`src/hdl/print_map.svh`:
```
`ifndef PRINT_MAP_SVH
`define PRINT_MAP_SVH

// Clock and printer link
`define CLK_HZ          100000000
`define BAUD_RATE       9600
`define DATA_BITS       8
`define STOP_BITS       1

// Register offsets on the plain register port
`define REG_CTRL        4'h0
`define REG_STATUS      4'h4
`define REG_TXDATA      4'h8
`define REG_ELAPSED     4'hC

// Interval period in seconds; zero disables interval printing
`define INTERVAL_OFF    12'h000
`define INTERVAL_MAX    12'hE10

// Record count range
`define COUNT_FIRST     15'h0001
`define COUNT_LAST      15'h7530

// Elapsed time limits
`define SEC_LAST        6'h3B
`define MIN_LAST        6'h3B
`define HOUR_LAST       7'h63

`endif

```
`src/hdl/print_pkg.sv`:
```
package print_pkg;

    typedef enum logic [2:0] {
        SCREEN_MEASURE = 3'h1,
        SCREEN_STATS   = 3'h2,
        SCREEN_OTHER   = 3'h4
    } screen_e;

    typedef enum logic [2:0] {
        JOB_MEASURE  = 3'h1,
        JOB_INTERVAL = 3'h2,
        JOB_STATS    = 3'h4
    } job_kind_e;

    typedef enum logic [1:0] {
        STATS_COUNT_ONLY   = 2'h0,
        STATS_NO_DEVIATION = 2'h1,
        STATS_FULL         = 2'h2
    } stats_level_e;

    typedef enum logic [1:0] {
        RUN_IDLE   = 2'b01,
        RUN_ACTIVE = 2'b10
    } run_state_e;

    typedef struct packed {
        logic [6:0] hours;
        logic [5:0] minutes;
        logic [5:0] seconds;
    } hms_s;

    typedef struct packed {
        job_kind_e    kind;
        logic [14:0]  record_count;
        hms_s         elapsed;
        stats_level_e stats_level;
    } print_job_s;

endpackage : print_pkg

```
`src/hdl/serial_tx.sv`:
```
`timescale 1ns/100ps
`include "print_map.svh"

module serial_tx #(
    parameter int BIT_CYCLES = `CLK_HZ / `BAUD_RATE,
    parameter int DATA_BITS  = `DATA_BITS
) (
    // Clock and reset
    input  logic                 ref_clk,
    input  logic                 rst_n,
    input  logic                 clk_en,
    // Byte in
    input  logic                 start,
    input  logic [DATA_BITS-1:0] data,
    // Line out
    output logic                 txd_q,
    output logic                 busy_q
);

    localparam int FRAME_W = DATA_BITS + 1 + `STOP_BITS;
    localparam int CYC_W   = $clog2(BIT_CYCLES + 1);
    localparam int BITS_W  = $clog2(FRAME_W + 1);

    logic [FRAME_W-2:0] shift_q;
    logic [CYC_W-1:0]   cyc_q;
    logic [BITS_W-1:0]  bits_left_q;
    logic               bit_end;

    assign bit_end = (cyc_q == CYC_W'(BIT_CYCLES - 1));

    // RQ1: start, data LSB first, stop
    always_ff @(posedge ref_clk or negedge rst_n) begin
        if (!rst_n) begin
            txd_q       <= 1'b1;
            busy_q      <= 1'b0;
            shift_q     <= '1;
            cyc_q       <= '0;
            bits_left_q <= '0;
        end else if (clk_en) begin
            if (!busy_q) begin
                if (start) begin
                    txd_q       <= 1'b0;
                    busy_q      <= 1'b1;
                    shift_q     <= {{`STOP_BITS{1'b1}}, data};
                    cyc_q       <= '0;
                    bits_left_q <= BITS_W'(FRAME_W - 1);
                end
            end else if (!bit_end) begin
                cyc_q <= cyc_q + CYC_W'(1);
            end else if (bits_left_q == '0) begin
                // Line rests high between frames; no flow control to wait on
                txd_q  <= 1'b1;
                busy_q <= 1'b0;
            end else begin
                txd_q       <= shift_q[0];
                shift_q     <= {1'b1, shift_q[FRAME_W-2:1]};
                cyc_q       <= '0;
                bits_left_q <= bits_left_q - BITS_W'(1);
            end
        end
    end
endmodule : serial_tx

```
`src/hdl/interval_print_controller.sv`:
```
// Our own choices: the plain strobed port and the register addresses.
`timescale 1ns/100ps
`include "print_map.svh"

// How it works
// RQ1: 9600 baud, 8N1 serial, no flow control
// RQ2: Printer prints plain text, 45 columns
// RQ3: Measure screen request prints value and decision
// RQ4: Record count runs 1..30000 then wraps
// RQ5: Interval period is 1..3600 seconds
// RQ6: Zero interval gives single ordinary printouts
// RQ7: Requests toggle interval printing on and off
// RQ8: Each interval prints elapsed time and values; a tick that meets a request is dropped
// RQ9: Elapsed time wraps to zero at 100h
// RQ10: Leaving measure screen stops interval printing
// RQ11: Stats screen key prints statistical results
// RQ12: No valid samples prints count only
// RQ13: One sample omits deviation and capability
// RQ14: Stats trigger adds value and prints it
// RQ15: Far side may tie end-of-measure to request
// RQ16: External inputs are active low pulls
// RQ17: Synchronise request, act on new edge only
module interval_print_controller #(
    parameter int SEC_CYCLES = `CLK_HZ,
    parameter int BIT_CYCLES = `CLK_HZ / `BAUD_RATE
) (
    // Clock and reset
    input  logic                   ref_clk,
    input  logic                   rst_n,
    input  logic                   clk_en,
    // Front panel and screen state
    input  logic                   print_key,
    input  logic                   trigger_key,
    input  print_pkg::screen_e     screen,
    // External control port pins, active low
    input  logic                   print_req_n,
    input  logic                   measure_trigger_n,
    // Statistics unit
    input  logic                   stats_enable,
    input  logic                   internal_trigger_sel,
    input  logic [15:0]            stats_valid_count,
    // Register port
    input  logic [3:0]             reg_addr,
    input  logic [31:0]            reg_wdata,
    input  logic                   reg_wr,
    input  logic                   reg_rd,
    output logic [31:0]            reg_rdata_q,
    // Print jobs to the text formatter
    output logic                   job_valid_q,
    output print_pkg::print_job_s  job_q,
    output logic                   stats_add_q,
    output logic                   running_q,
    // Printer link
    output logic                   txd_q
);

    localparam int PRE_W = $clog2(SEC_CYCLES + 1);

    function automatic logic [14:0] next_count(input logic [14:0] c);
        return (c >= `COUNT_LAST) ? `COUNT_FIRST : c + 15'h0001;
    endfunction : next_count

    function automatic print_pkg::stats_level_e level_of(input logic [15:0] n);
        return (n == 16'h0000) ? print_pkg::STATS_COUNT_ONLY :
               (n == 16'h0001) ? print_pkg::STATS_NO_DEVIATION : print_pkg::STATS_FULL;
    endfunction : level_of

    function automatic print_pkg::hms_s hms_inc(input print_pkg::hms_s t);
        print_pkg::hms_s r;
        r = t;
        if (t.seconds != `SEC_LAST) begin
            r.seconds = t.seconds + 6'h01;
        end else begin
            r.seconds = 6'h00;
            if (t.minutes != `MIN_LAST) begin
                r.minutes = t.minutes + 6'h01;
            end else begin
                r.minutes = 6'h00;
                r.hours   = (t.hours >= `HOUR_LAST) ? 7'h00 : t.hours + 7'h01;
            end
        end
        return r;
    endfunction : hms_inc

    logic [1:0]              req_sync_q, measure_trigger_input_sync_q;
    logic                    req_prev_q, measure_trigger_input_prev_q;
    print_pkg::run_state_e   run_q;
    print_pkg::run_state_e   run_d;
    logic [PRE_W-1:0]        pre_q;
    print_pkg::hms_s         elapsed_q;
    print_pkg::hms_s         elapsed_next;
    logic [11:0]             since_q;
    logic [11:0]             since_next;
    logic [11:0]             interval_q;
    logic [14:0]             count_q;
    logic                    tx_busy, tx_start;

    logic req_edge, measure_trigger_input_edge, print_req, measure_trigger_input_evt, on_measure;
    logic interval_on, running, sec_tick, interval_due, stats_print;
    logic stats_measure_trigger_input, start_run, stop_run, measure_print, count_adv;
    logic job_valid_d;
    print_pkg::print_job_s job_d;

    // RQ17: two-stage synchronisers for the pins
    always_ff @(posedge ref_clk or negedge rst_n) begin
        if (!rst_n) begin
            req_sync_q  <= 2'h3;
            measure_trigger_input_sync_q <= 2'h3;
            req_prev_q  <= 1'b1;
            measure_trigger_input_prev_q <= 1'b1;
        end else if (clk_en) begin
            req_sync_q  <= {req_sync_q[0], print_req_n};
            measure_trigger_input_sync_q <= {measure_trigger_input_sync_q[0], measure_trigger_n};
            req_prev_q  <= req_sync_q[1];
            measure_trigger_input_prev_q <= measure_trigger_input_sync_q[1];
        end
    end

    // RQ17: act on the high-to-low edge only
    assign req_edge  = req_prev_q & ~req_sync_q[1];
    assign measure_trigger_input_edge = measure_trigger_input_prev_q & ~measure_trigger_input_sync_q[1];

    assign print_req    = print_key | req_edge;
    assign measure_trigger_input_evt     = trigger_key | measure_trigger_input_edge;
    assign on_measure   = (screen == print_pkg::SCREEN_MEASURE);
    assign interval_on  = (interval_q != `INTERVAL_OFF);
    assign running      = (run_q == print_pkg::RUN_ACTIVE);
    assign sec_tick     = running && (pre_q == PRE_W'(SEC_CYCLES - 1));
    assign elapsed_next = hms_inc(elapsed_q);
    assign since_next   = since_q + 12'h001;
    assign interval_due = sec_tick && (since_next >= interval_q);

    // RQ11: only the key prints statistics
    assign stats_print = (screen == print_pkg::SCREEN_STATS) && print_key;
    // RQ14: internal trigger with statistics on
    assign stats_measure_trigger_input  = stats_enable && internal_trigger_sel && measure_trigger_input_evt;
    // RQ7: a request toggles interval printing
    assign start_run   = on_measure && print_req && interval_on && !running;
    // RQ10: leaving the measure screen also stops it
    assign stop_run    = running && (!on_measure || print_req || !interval_on);
    // RQ3: RQ6: ordinary printout when interval is off
    assign measure_print = (on_measure && print_req && !interval_on) || stats_measure_trigger_input;
    assign count_adv     = !stats_print && measure_print;

    // One job per cycle; a tick that meets a request is dropped
    always_comb begin
        job_valid_d              = 1'b0;
        job_d                    = '0;
        job_d.kind               = print_pkg::JOB_MEASURE;
        job_d.stats_level        = print_pkg::STATS_COUNT_ONLY;
        if (stats_print) begin
            job_valid_d       = 1'b1;
            job_d.kind        = print_pkg::JOB_STATS;
            // RQ12: RQ13: content depends on valid samples
            job_d.stats_level = level_of(stats_valid_count);
        end else if (measure_print) begin
            job_valid_d        = 1'b1;
            job_d.record_count = count_q;
        end else if (start_run) begin
            // RQ8: first record at 00:00:00
            job_valid_d = 1'b1;
            job_d.kind  = print_pkg::JOB_INTERVAL;
        end else if (interval_due && !stop_run) begin
            // RQ8: record elapsed time each period
            job_valid_d   = 1'b1;
            job_d.kind    = print_pkg::JOB_INTERVAL;
            job_d.elapsed = elapsed_next;
        end
    end

    assign run_d = start_run ? print_pkg::RUN_ACTIVE : stop_run ? print_pkg::RUN_IDLE : run_q;

    // RQ7: interval state
    always_ff @(posedge ref_clk or negedge rst_n) begin
        if (!rst_n) begin
            run_q     <= print_pkg::RUN_IDLE;
            running_q <= 1'b0;
        end else if (clk_en) begin
            run_q     <= run_d;
            running_q <= (run_d == print_pkg::RUN_ACTIVE);
        end
    end

    // RQ9: elapsed time and period counter
    always_ff @(posedge ref_clk or negedge rst_n) begin
        if (!rst_n) begin
            pre_q     <= '0;
            elapsed_q <= '0;
            since_q   <= '0;
        end else if (clk_en) begin
            if (start_run) begin
                pre_q     <= '0;
                elapsed_q <= '0;
                since_q   <= '0;
            end else if (running) begin
                pre_q <= sec_tick ? '0 : pre_q + PRE_W'(1);
                if (sec_tick) begin
                    elapsed_q <= elapsed_next;
                    since_q   <= interval_due ? 12'h000 : since_next;
                end
            end
        end
    end

    // RQ4: running record count
    always_ff @(posedge ref_clk or negedge rst_n) begin
        if (!rst_n) begin
            count_q <= `COUNT_FIRST;
        end else if (clk_en && count_adv) begin
            count_q <= next_count(count_q);
        end
    end

    always_ff @(posedge ref_clk or negedge rst_n) begin
        if (!rst_n) begin
            job_valid_q <= 1'b0;
            job_q       <= '0;
            stats_add_q <= 1'b0;
        end else if (clk_en) begin
            job_valid_q <= job_valid_d;
            job_q       <= job_d;
            // RQ14: add value to statistics
            stats_add_q <= stats_measure_trigger_input;
        end
    end

    // RQ5: period register, saturates at the top
    always_ff @(posedge ref_clk or negedge rst_n) begin
        if (!rst_n) begin
            interval_q <= `INTERVAL_OFF;
        end else if (clk_en && reg_wr && reg_addr == `REG_CTRL) begin
            interval_q <= (reg_wdata[11:0] > `INTERVAL_MAX) ? `INTERVAL_MAX : reg_wdata[11:0];
        end
    end

    // Unmapped reads answer zero; data stands only in the cycle after the read
    always_ff @(posedge ref_clk or negedge rst_n) begin
        if (!rst_n) begin
            reg_rdata_q <= '0;
        end else if (clk_en) begin
            reg_rdata_q <= '0;
            if (reg_rd) begin
                case (reg_addr)
                    `REG_CTRL:    reg_rdata_q <= {20'h00000, interval_q};
                    `REG_STATUS:  reg_rdata_q <= {1'b0, count_q, 14'h0000, tx_busy, running};
                    `REG_ELAPSED: reg_rdata_q <= {13'h0000, elapsed_q};
                    default:      reg_rdata_q <= '0;
                endcase
            end
        end
    end

    // A byte written while the line is busy is dropped; software polls busy
    assign tx_start = reg_wr && (reg_addr == `REG_TXDATA) && !tx_busy;

    // RQ1: serial printer link
    serial_tx #(
        .BIT_CYCLES (BIT_CYCLES),
        .DATA_BITS  (`DATA_BITS)
    ) u_serial_tx (
        .ref_clk (ref_clk),
        .rst_n   (rst_n),
        .clk_en  (clk_en),
        .start   (tx_start),
        .data    (reg_wdata[7:0]),
        .txd_q   (txd_q),
        .busy_q  (tx_busy)
    );
endmodule : interval_print_controller

```
`config.mk`:
```
export PLATFORM = sky130hd
export DESIGN_NAME = interval_print_controller
export DESIGN_NICKNAME = d
export VERILOG_FILES = /design/src/hdl/print_pkg.sv /design/src/hdl/serial_tx.sv /design/src/hdl/interval_print_controller.sv
export VERILOG_INCLUDE_DIRS = /design/src /design/src/hdl
export SDC_FILE = /design/constraint.sdc
export NUM_CORES = 1
export LEC_CHECK = 0
export BUFFER_PORTS_ARGS = -buffer_cell sky130_fd_sc_hd__buf_2
export CAP_MARGIN = 5
export CORE_ASPECT_RATIO = 0.6
export CORE_MARGIN = 4
export CORE_UTILIZATION = 40
export DETAILED_ROUTE_END_ITERATION = 8
export GPL_ROUTABILITY_DRIVEN = 0
export GPL_TIMING_DRIVEN = 0
export PLACE_DENSITY_LB_ADDON = 0.3
export SLEW_MARGIN = 0
export SYNTH_ARGS = -nofsm -noshare
export SYNTH_HDL_FRONTEND = slang
export SYNTH_SLANG_ARGS = --single-unit
```
`constraint.sdc`:
```
create_clock -name ref_clk -period 3.51 [get_ports ref_clk]
set_input_delay 0.1755 -clock ref_clk [delete_from_list [all_inputs] [get_ports ref_clk]]
set_output_delay 0.1755 -clock ref_clk [all_outputs]
set_load 0.005 [all_outputs]
```
* Word-level counts from Yosys, hierarchy flattened *
Cells that the tools add are included.
W data, S select, Z words.

operators by class
  add/sub/neg operators = 8
  magnitude comparators = 4
  equality and inequality tests = 15
  bitwise logic cells = 6
  reduce and logical (&&, ||, !) cells = 38
  mux-type cells = 57

operators with widths
  cell                     number
  $mux W19                 6
  $pmux W31 S3             1
  $mux W27                 3
  $mux W12                 5
  $mux W14                 4
  $mux W9                  4
  $mux W34                 1
  $mux W31                 1
  $mux W15                 2
  $add A27 B1 Y27 const B  1
  $eq A27 B27 Y1 const B   1
  $logic_and A1 B1 Y1      17
  $eq A16 B1 Y1 const B    1
  $logic_not A16 Y1        1
  $mux W4                  4
  $add A15 B1 Y15 const B  1
  $ge A15 B15 Y1 const B   1
  $add A14 B1 Y14 const B  1
  $eq A14 B14 Y1 const B   1
  $mux W7                  2
  $mux W13                 1
  $add A12 B1 Y12 const B  1
  $add A6 B1 Y6 const B    2
  $ge A12 B12 Y1           1
  other kinds (27)         65

word-level totals
  bits of input ports = 66
  bits in registers = 196

* Logic depth before layout (Yosys ltp) *
Gate-level depths: netlist of run 1.

  word-level depth = 12
  depth in mapped cells = 15
  gate-level depth less buffers = 14

* Hierarchy *
From an unflattened synthesis of run 1, not the netlist that was laid out.

unflattened totals
  cells, all modules = 1,006
  area, all modules = 9,938.3 um^2

by module, submodules not included
  module                     cells each  times used  area each (um^2)
  interval_print_controller  856         1           8,325.5
  serial_tx                  150         1           1,612.8

* Worst setup path before layout of run 1 *
No wires, ideal clock.

  kind = reg2reg
  from = register since_q[0]
  to = register since_q[11]
  setup slack = 0.735 ns
  clock period less this slack = 2.775 ns
  cell stages (with the launch flop) = 14
  required time = 3.446 ns
  path buffers = 1
  data arrival time = 2.711 ns
  library setup time = 0.064 ns
  cells stage by stage = dfrtp_1 and3_1 nand3_1 or4_1 or2_2 nand2_1 ha_1 nand2_1 nor2_1 a211oi_1 o2111ai_1 clkbuf_1 a21oi_1 a21o_1

between the ends
  word-level cells in the longest chain between the ends = 7

RTL lines
  element                 RTL line                          RTL
  start, declared         interval_print_controller.sv:92   logic [11:0] since_q;
  start signal, assigned  interval_print_controller.sv:199  since_q <= interval_due ? 12'h000 : since_next;
  $add A12 B1 Y12 *       interval_print_controller.sv:130  assign since_next = since_q + 12'h001;
  $ge A12 B12 Y1          interval_print_controller.sv:131  assign interval_due = sec_tick && (since_next >= interval_q);
  $logic_and A1 B1 Y1     interval_print_controller.sv:131
  $mux W12 *              interval_print_controller.sv:199
  $mux W12 *              interval_print_controller.sv:197  if (sec_tick) begin
  $mux W12 *              interval_print_controller.sv:195  end else if (running) begin
  $mux W12 *              interval_print_controller.sv:191  if (start_run) begin

Mark *: on every way between the ends. The rest lies on a longest branch, timed or not. The select of a mux whose other input is x is not followed.
A chain may end at the register's enable or synchronous reset.

* Worst setup path in the final report of run 1 *
  from = register since_q[0]
  to = register job_q[4] (netlist bit)

between the ends
  word-level cells in the longest chain between the ends = 8

RTL lines
  element               RTL line                          RTL
  $add A12 B1 Y12       interval_print_controller.sv:130
  $ge A12 B12 Y1        interval_print_controller.sv:131
  $logic_and A1 B1 Y1   interval_print_controller.sv:131
  $logic_and A1 B1 Y1   interval_print_controller.sv:163  end else if (interval_due && !stop_run) begin
  $mux W19              interval_print_controller.sv:163
  $mux W19              interval_print_controller.sv:159  end else if (start_run) begin
  $mux W19              interval_print_controller.sv:156  end else if (measure_print) begin
  $mux W34              interval_print_controller.sv:151  if (stats_print) begin
  end signal, assigned  interval_print_controller.sv:221  job_q <= job_d;
  end, declared         interval_print_controller.sv:50   output print_pkg::print_job_s job_q,

No other way between the ends.

==> impl_metrics.py, run 1 <==
metrics = {
    "sta": {
        "tightestPinTransition_ns": 0.866,
        "relSlewSlack_pct": 41.5,
        "fin_crit_ns": 3.34,
        "finalSetupViolCount": 0,
        "timing.fmax_ghz": 0.299,
        "finalHoldViolCount": 0,
        "timing.final.crit_share_pct": 95.2,
        "clock_skew_ns": 0.00927,
        "grt_setup_unrepaired": "false",
        "maxSlewViolCount": 0,
    },
    "critical_path": {
        "path_buf_inv": 1,
        "critPathRequiredTime_ns": 3.83,
        "r2r-start": "since_q[0]",
        "crit_chain": "and3_1 > nand3_1 > or4_1 > or2_2 > nand2_1 > ha_1 > nand2_1 > nor2_1 > a211oi_1 > o21ai_1 > nand3_1 > buf_2 > o2bb2ai_1",
        "crit_arrival_ns": 3.66,
        "slowest_delay_ns": 0.58,
        "start_kind": "flop",
        "crit_fanout": 10,
        "cp_slowest_cell": "or4_1",
        "endpoint_kind": "flop",
        "reg2reg_depth": 13,
        "cp_top_family": "simple AND/OR/NAND/NOR gates",
        "regToRegSetupSlack_ns": 0.17,
        "r2r_end": "job_q[4]",
        "setup.worst_path.class": "flop to flop",
    },
    "final_layout": {
        "nets": 1249,
        "final_common_cell": "dfrtp_1",
        "area_growth_syn_to_layout_pct": 18.1,
        "mostFrequentLayoutCells": "dfrtp_1, buf_2, nand2_1",
        "fin_cells": 1500,
        "fill_cells": 2265,
        "drive_gt1_share_pct": 17.6,
        "postLayoutCoreUtil_pct": 47.9,
    },
    "flow_run": {
        "drv_cap": 0,
    },
    "routing": {
        "wl_per_cell_um": 19.0,
        "drt_iter0_drc": 698,
        "vias": 8642,
        "wl_met2_um": 11300,
        "met1_length_um": 14300,
        "dr_wl_met3_um": 2340,
        "drtAntennaViolNets": 0,
        "drt_wl_total_um": 28500,
        "top_layer_used": "met4",
        "dr.pass1.iters": 5,
        "drc": 0,
        "vias_per_cell": 5.76,
    },
    "worst_hold_path": {
        "holdPathStages": 3,
        "holdCritPathClass": "input port to flop",
        "hold_end": "u_serial_tx.shift_q[7]",
        "hp-start": "reg_wdata[7]",
    },
    "floorplan": {
        "dieArea_sq_mm": 0.0272,
        "rows": 44,
        "initial_core_util_pct": 40.6,
        "core_area_sq_mm": 0.0242,
        "die_y_um": 129,
        "die_w_um": 210,
        "ios": 141,
    },
    "synthesis": {
        "ys_async_sr_fraction_pct": 100,
        "ys_warn_count": 0,
        "netlist_area_sq_mm": 0.00981,
        "syn_inst": 1011,
        "synth-seq-cells": 194,
        "synth_top_flop_cell": "dfrtp_1",
        "synth.net_count": 1099,
        "postSynthAreaPerCell_sq_um": 9.70,
        "synth_cell_types": 74,
        "synth-edff-count": 0,
        "yosysSeqAreaShare_pct": 49.7,
    },
    "power_and_ir_drop": {
        "power_density_mw_per_mm2": 482,
        "ir_drop_mv": 0.284,
        "p_leak_nw": 5.23,
    },
    "global_routing": {
        "antenna_found_initial": 4,
        "grt_overflow": 0,
        "grt_usage_pct": 21.3,
        "grt_max_degree": 112,
        "grt_pass1_vias": 8187,
        "grt_pass1_wl_um": 45900,
    },
    "placed_design": {
        "io_buffers": 118,
        "dp_cells": 1452,
        "hpwl_um": 20800,
    },
    "cts": {
        "cts_made_buffers": 17,
        "post_cts_buffers": 0,
        "cts_tree": "done",
        "clkSinkCount": 194,
        "clk_pin_slew_ns": 0.08,
        "insertion_delay_ns": 0.45,
        "cts_buffer_depth": 2,
        "cts_root_buf": "clkbuf_16",
        "cts-htree-levels": 4,
    },
    "status": {
        "status": "completed",
    },
}
-- worst register-to-register path: cells and delay by family (launching register included) --
family,cells,cell delay [ns]
fa+ha+maj,1,0.29
buf+inv,1,0.27
compound gates,3,0.61
simple gates,8,1.63
flops,1,0.43
-- per-stage QoR --
step                      instance area, sq um  setup WS [ns]  TNS (ns)  total power (W)  hold WS [ns]
final                                    11600          0.169         0          0.00559        0.0168
after global routing                     11600        0.00889         0          0.00585        0.0256
after CTS                                11600          0.116         0          0.00561       0.00280
after detailed placement                 10800          0.224         0          0.00356         0.329
after global placement                   10800          -1.08   -188.19          0.00352         0.411
after floorplan                           9810          0.735         0          0.00321        -0.120
-- power breakdown --
group / total, W / internal, W / leakage [nW] / switching, W
Clock: 0.00204 / 0.00112 / 0.300 / 0.000916
Combinational: 0.000830 / 0.000319 / 2.37 / 0.000510
Sequential: 0.00272 / 0.00250 / 2.56 / 0.000219
-- kinds of logic (layout without fill, tap and decap cells) --
group                    Yosys count  after routing  synth area share [%]
AND/OR/NAND/NOR                  384            384                  20.0
AO/OA/AOI/OAI                    284            284                  19.5
flip-flops                       194            194                  49.7
buffers and inverters             81            244                  3.57
XOR/XNOR                          27             27                  2.41
adder cells (fa/ha/maj)           22             22                  2.81
multiplexers                      18             18                  1.93
other                              1              5                0.0382
-- state kept, by name, summed over array words and instances (netlist names) --
register,flops
req_sync_q,2
running_q,1
count_q,15
job_valid_q,1
since_q,12
measure_trigger_input_sync_q,2
req_prev_q,1
stats_add_q,1
run_q,2
measure_trigger_input_prev_q,1
u_serial_tx.busy_q,1
job_q,39
elapsed_q,19
u_serial_tx.shift_q,8
u_serial_tx.txd_q,1
u_serial_tx.cyc_q,14
u_serial_tx.bits_left_q,4
pre_q,27
reg_rdata_q,31
interval_q,12
-- layer usage --
metal  up-vias  track usage (%)
met5         -                0
li1       4012                -
met1      4247             33.6
met2       348             28.9
met3        35             5.13
met4         0             5.48
-- layout make-up --
type	count	area, sq um	share of cell area [%]
diodes	4	10.0	0.0864
plain buffers	53	246	2.13
clock buffers	20	467	4.03
clock inverters	12	145	1.25
inverters	28	105	0.907
multi-input cells	736	4580	39.6
flip-flops and latches	194	4880	42.1
well taps	322	403	3.48
repair buffers	131	748	6.46
-- synthesized netlist by cell type, types with 15 or more instances --
master / number / share of area [%]
dfrtp_1: 177 / 45
xnor2_1: 15 / 1.3
nor2_1: 63 / 2.4
dfstp_2: 17 / 4.6
nor3_1: 25 / 1.3
a22o_1: 31 / 2.8
nand3_1: 42 / 2.1
nor4_1: 16 / 1.0
nand4_1: 15 / 0.96
o21ai_0: 99 / 5.1
o31ai_1: 16 / 1.2
nand2_1: 120 / 4.6
o2bb2ai_1: 40 / 3.6
a21oi_1: 29 / 1.5
clkbuf_1: 39 / 1.5
inv_1: 28 / 1.1
ha_1: 22 / 2.8
and3_1: 25 / 1.6
-- worst max-delay path by stage --
stage / depth (start not counted) / start / endpoint
final: 13 / since_q[0] / job_q[4]
after global routing: 13 / since_q[0] / since_q[8]
after CTS: 13 / since_q[0] / job_q[4]
after detailed placement: 13 / since_q[0] / job_q[5]
after global placement: 1 / rst_n / pre_q[24]
after floorplan: 13 / since_q[0] / since_q[11]
-- timing repair --
item,4_1_cts,5_1_grt
endpoints found under the setup margin,0,28
hold buffers,12,0
endpoints found under the hold margin,106,0
gates resized for setup,0,4
Note: power is estimated with default switching activity, not from simulation.
==> run 2, diff against run 1 <==
--- a/config.mk
+++ b/config.mk
@@ -6,14 +6,13 @@
 export SDC_FILE = /design/constraint.sdc
 export NUM_CORES = 1
 export LEC_CHECK = 0
-export BUFFER_PORTS_ARGS = -buffer_cell sky130_fd_sc_hd__buf_2
+export BUFFER_PORTS_ARGS = -buffer_cell sky130_fd_sc_hd__buf_4
 export CAP_MARGIN = 5
 export CORE_ASPECT_RATIO = 0.6
 export CORE_MARGIN = 4
-export CORE_UTILIZATION = 40
+export CORE_UTILIZATION = 58
 export DETAILED_ROUTE_END_ITERATION = 8
 export GPL_ROUTABILITY_DRIVEN = 0
-export GPL_TIMING_DRIVEN = 0
 export PLACE_DENSITY_LB_ADDON = 0.3
 export SLEW_MARGIN = 0
 export SYNTH_ARGS = -nofsm -noshare
==> run 2 against run 1 <==
  * Register-to-register slack better by 0.13 ns
  * Critical path type unchanged
  * Non-clock buffer count is 44 lower
  * Hold slack worse by 0.0048 ns
  * First-iteration DRC count is 66% higher
  * Via count is 1.3% lower
  * Highest routed layer unchanged
  * Cell count is 9.5% lower
  * Final area is 0.28% lower
  * Wire length is 8.3% lower
  * Die area is 30% lower
  * Count of clock-buffer cells in the layout is 3 lower
  * Global-route usage is 6.4 points higher
  * Utilization is 23 points higher
==> impl_metrics.py, run 2 (same netlist as run 1, synthesis figures left out) <==
metrics = {
    "status": {
        "status": "completed",
    },
    "sta": {
        "maxSlewViolCount": 0,
        "timing.fmax_ghz": 0.312,
        "tightestPinTransition_ns": 0.709,
        "setup_slack_ns": 0.303,
        "relSlewSlack_pct": 52.1,
        "setup_tns_ns": 0,
        "grt_setup_unrepaired": "false",
        "finalSetupViolCount": 0,
        "finalHoldViolCount": 0,
        "fin_crit_ns": 3.21,
        "timing.final.crit_share_pct": 91.4,
        "clock_skew_ns": 0.0168,
    },
    "floorplan": {
        "ios": 141,
        "die_y_um": 109,
        "dieArea_sq_mm": 0.0191,
        "core_area_sq_mm": 0.0164,
        "rows": 36,
        "die_w_um": 176,
        "initial_core_util_pct": 59.8,
    },
    "placed_design": {
        "place_ws_ns": 0.233,
        "place_area_sq_mm": 0.0109,
        "hpwl_um": 18200,
        "io_buffers": 119,
    },
    "global_routing": {
        "grt_pass1_vias": 7784,
        "grt_overflow": 0,
        "grt_usage_pct": 27.7,
        "grt_max_degree": 86,
        "grt_pass1_wl_um": 42400,
        "antenna_found_initial": 0,
    },
    "final_layout": {
        "final_area_sq_mm": 0.0116,
        "mostFrequentLayoutCells": "dfrtp_1, buf_4, nand2_1",
        "nets": 1205,
        "postLayoutCoreUtil_pct": 70.5,
        "regArea_sq_mm": 0.00488,
        "top_regs": "job_q (39), reg_rdata_q (31), pre_q (27)",
        "antenna_cells": 0,
        "area_growth_syn_to_layout_pct": 17.8,
        "multi_input_area_sq_mm": 0.00460,
        "drive_gt1_share_pct": 18.8,
        "largest_register_ff_count": 39,
        "fill_cells": 1206,
        "regMostFlops": "job_q",
        "final_common_cell": "dfrtp_1",
    },
    "cts": {
        "insertion_delay_ns": 0.44,
        "post_cts_buffers": 0,
        "clk_pin_slew_ns": 0.08,
        "cts_made_buffers": 17,
        "cts_tree": "done",
        "cts_root_buf": "clkbuf_16",
        "cts-htree-levels": 4,
        "cts_buffer_depth": 2,
        "clkSinkCount": 194,
    },
    "routing": {
        "drc": 0,
        "wl_met2_um": 11100,
        "drt_iter0_drc": 1162,
        "vias_per_cell": 6.28,
        "wl_per_cell_um": 19.2,
        "met1_length_um": 12300,
        "drt_wl_total_um": 26100,
        "drtAntennaViolNets": 0,
        "dr.pass1.iters": 6,
        "vias": 8528,
        "dr_wl_met3_um": 2290,
        "top_layer_used": "met4",
    },
    "critical_path": {
        "start_kind": "flop",
        "setup.worst_path.class": "flop to flop",
        "r2r-start": "since_q[0]",
        "crit_fanout": 8,
        "crit_arrival_ns": 3.58,
        "critPathRequiredTime_ns": 3.88,
        "crit_start": "since_q[0]",
        "endpoint_kind": "flop",
    },
    "power_and_ir_drop": {
        "p_total_w": 0.00551,
        "power_density_mw_per_mm2": 477,
        "p_leak_nw": 5.20,
        "ir_drop_mv": 0.323,
    },
    "worst_hold_path": {
        "holdCritPathClass": "input port to flop",
        "hp-start": "reg_wdata[1]",
    },
    "flow_run": {
        "drv_cap": 0,
    },
}
==> run 2: cell types whose count changed in the layout (fill, tap and decap cells not counted), sizes merged <==
cell / change
bufinv: -2
clkbuf: -41
dlygate4sd3: -5
clkinv: +1
buf: -1
diode: -4
inv: +4
==> run 2: final timing paths <==
kind	to	slack [ns]	depth (start not counted)
worst max-delay path	since_q[8]	0.30	13
worst min-delay path	interval_q[1]	0.01	3
worst max register to register	since_q[8]	0.30	13
worst min register to register	u_serial_tx.shift_q[6]	0.48	2
max in group asynchronous	u_serial_tx.cyc_q[2]	2.29	3
min in group asynchronous	u_serial_tx.bits_left_q[2]	0.31	2
==> run 2: repair_timing <==
item / CTS / global route
hold endpoints to repair: 64 / 0
hold buffers: 7 / 0
gates resized for setup: 0 / 2
setup endpoints to repair: 0 / 6
==> run 2: per-layer routing <==
| layer | global-route usage [%] | vias up |
|---|---|---|
| li1 | - | 3931 |
| met1 | 43.1 | 4157 |
| met2 | 38.7 | 401 |
| met3 | 6.38 | 39 |
| met4 | 7.90 | 0 |
| met5 | 0 | - |
==> run 2: final cells by class <==
cell class                 count  area share, %
tap                          228           2.47
multi-input combinational    736           39.8
clock inverter                15           1.54
clock buffer                  17           3.68
inverter                      28          0.910
sequential                   194           42.2
timing repair buffer         140           9.41
==> run 2: worst max-delay path, cell delays in order (launching register included) <==
cell	delay (ns)
dfrtp_1	0.43
and3_1	0.18
nand3_1	0.16
or4_1	0.57
or2_2	0.31
nand2_1	0.08
ha_1	0.27
nand2_1	0.08
nor2_1	0.05
a211oi_2	0.22
o2111ai_2	0.27
buf_4	0.24
a21oi_1	0.15
a21o_1	0.11
==> run 2: power breakdown <==
group / leakage, nW / switching [W] / total [W] / internal [W]
logic: 2.35 / 0.000487 / 0.000812 / 0.000326
clock network: 0.291 / 0.00100 / 0.00197 / 0.000969
registers: 2.56 / 0.000227 / 0.00273 / 0.00250
==> run 2: metrics by stage <==
step,hold slack (ns),instances
2_1_floorplan,-0.120,1011
5_1_grt,0.00692,1358
6_report,0.0121,1358
4_1_cts,0.000469,1358
3_5_place_dp,0.232,1319
3_3_place_gp,0.234,1319
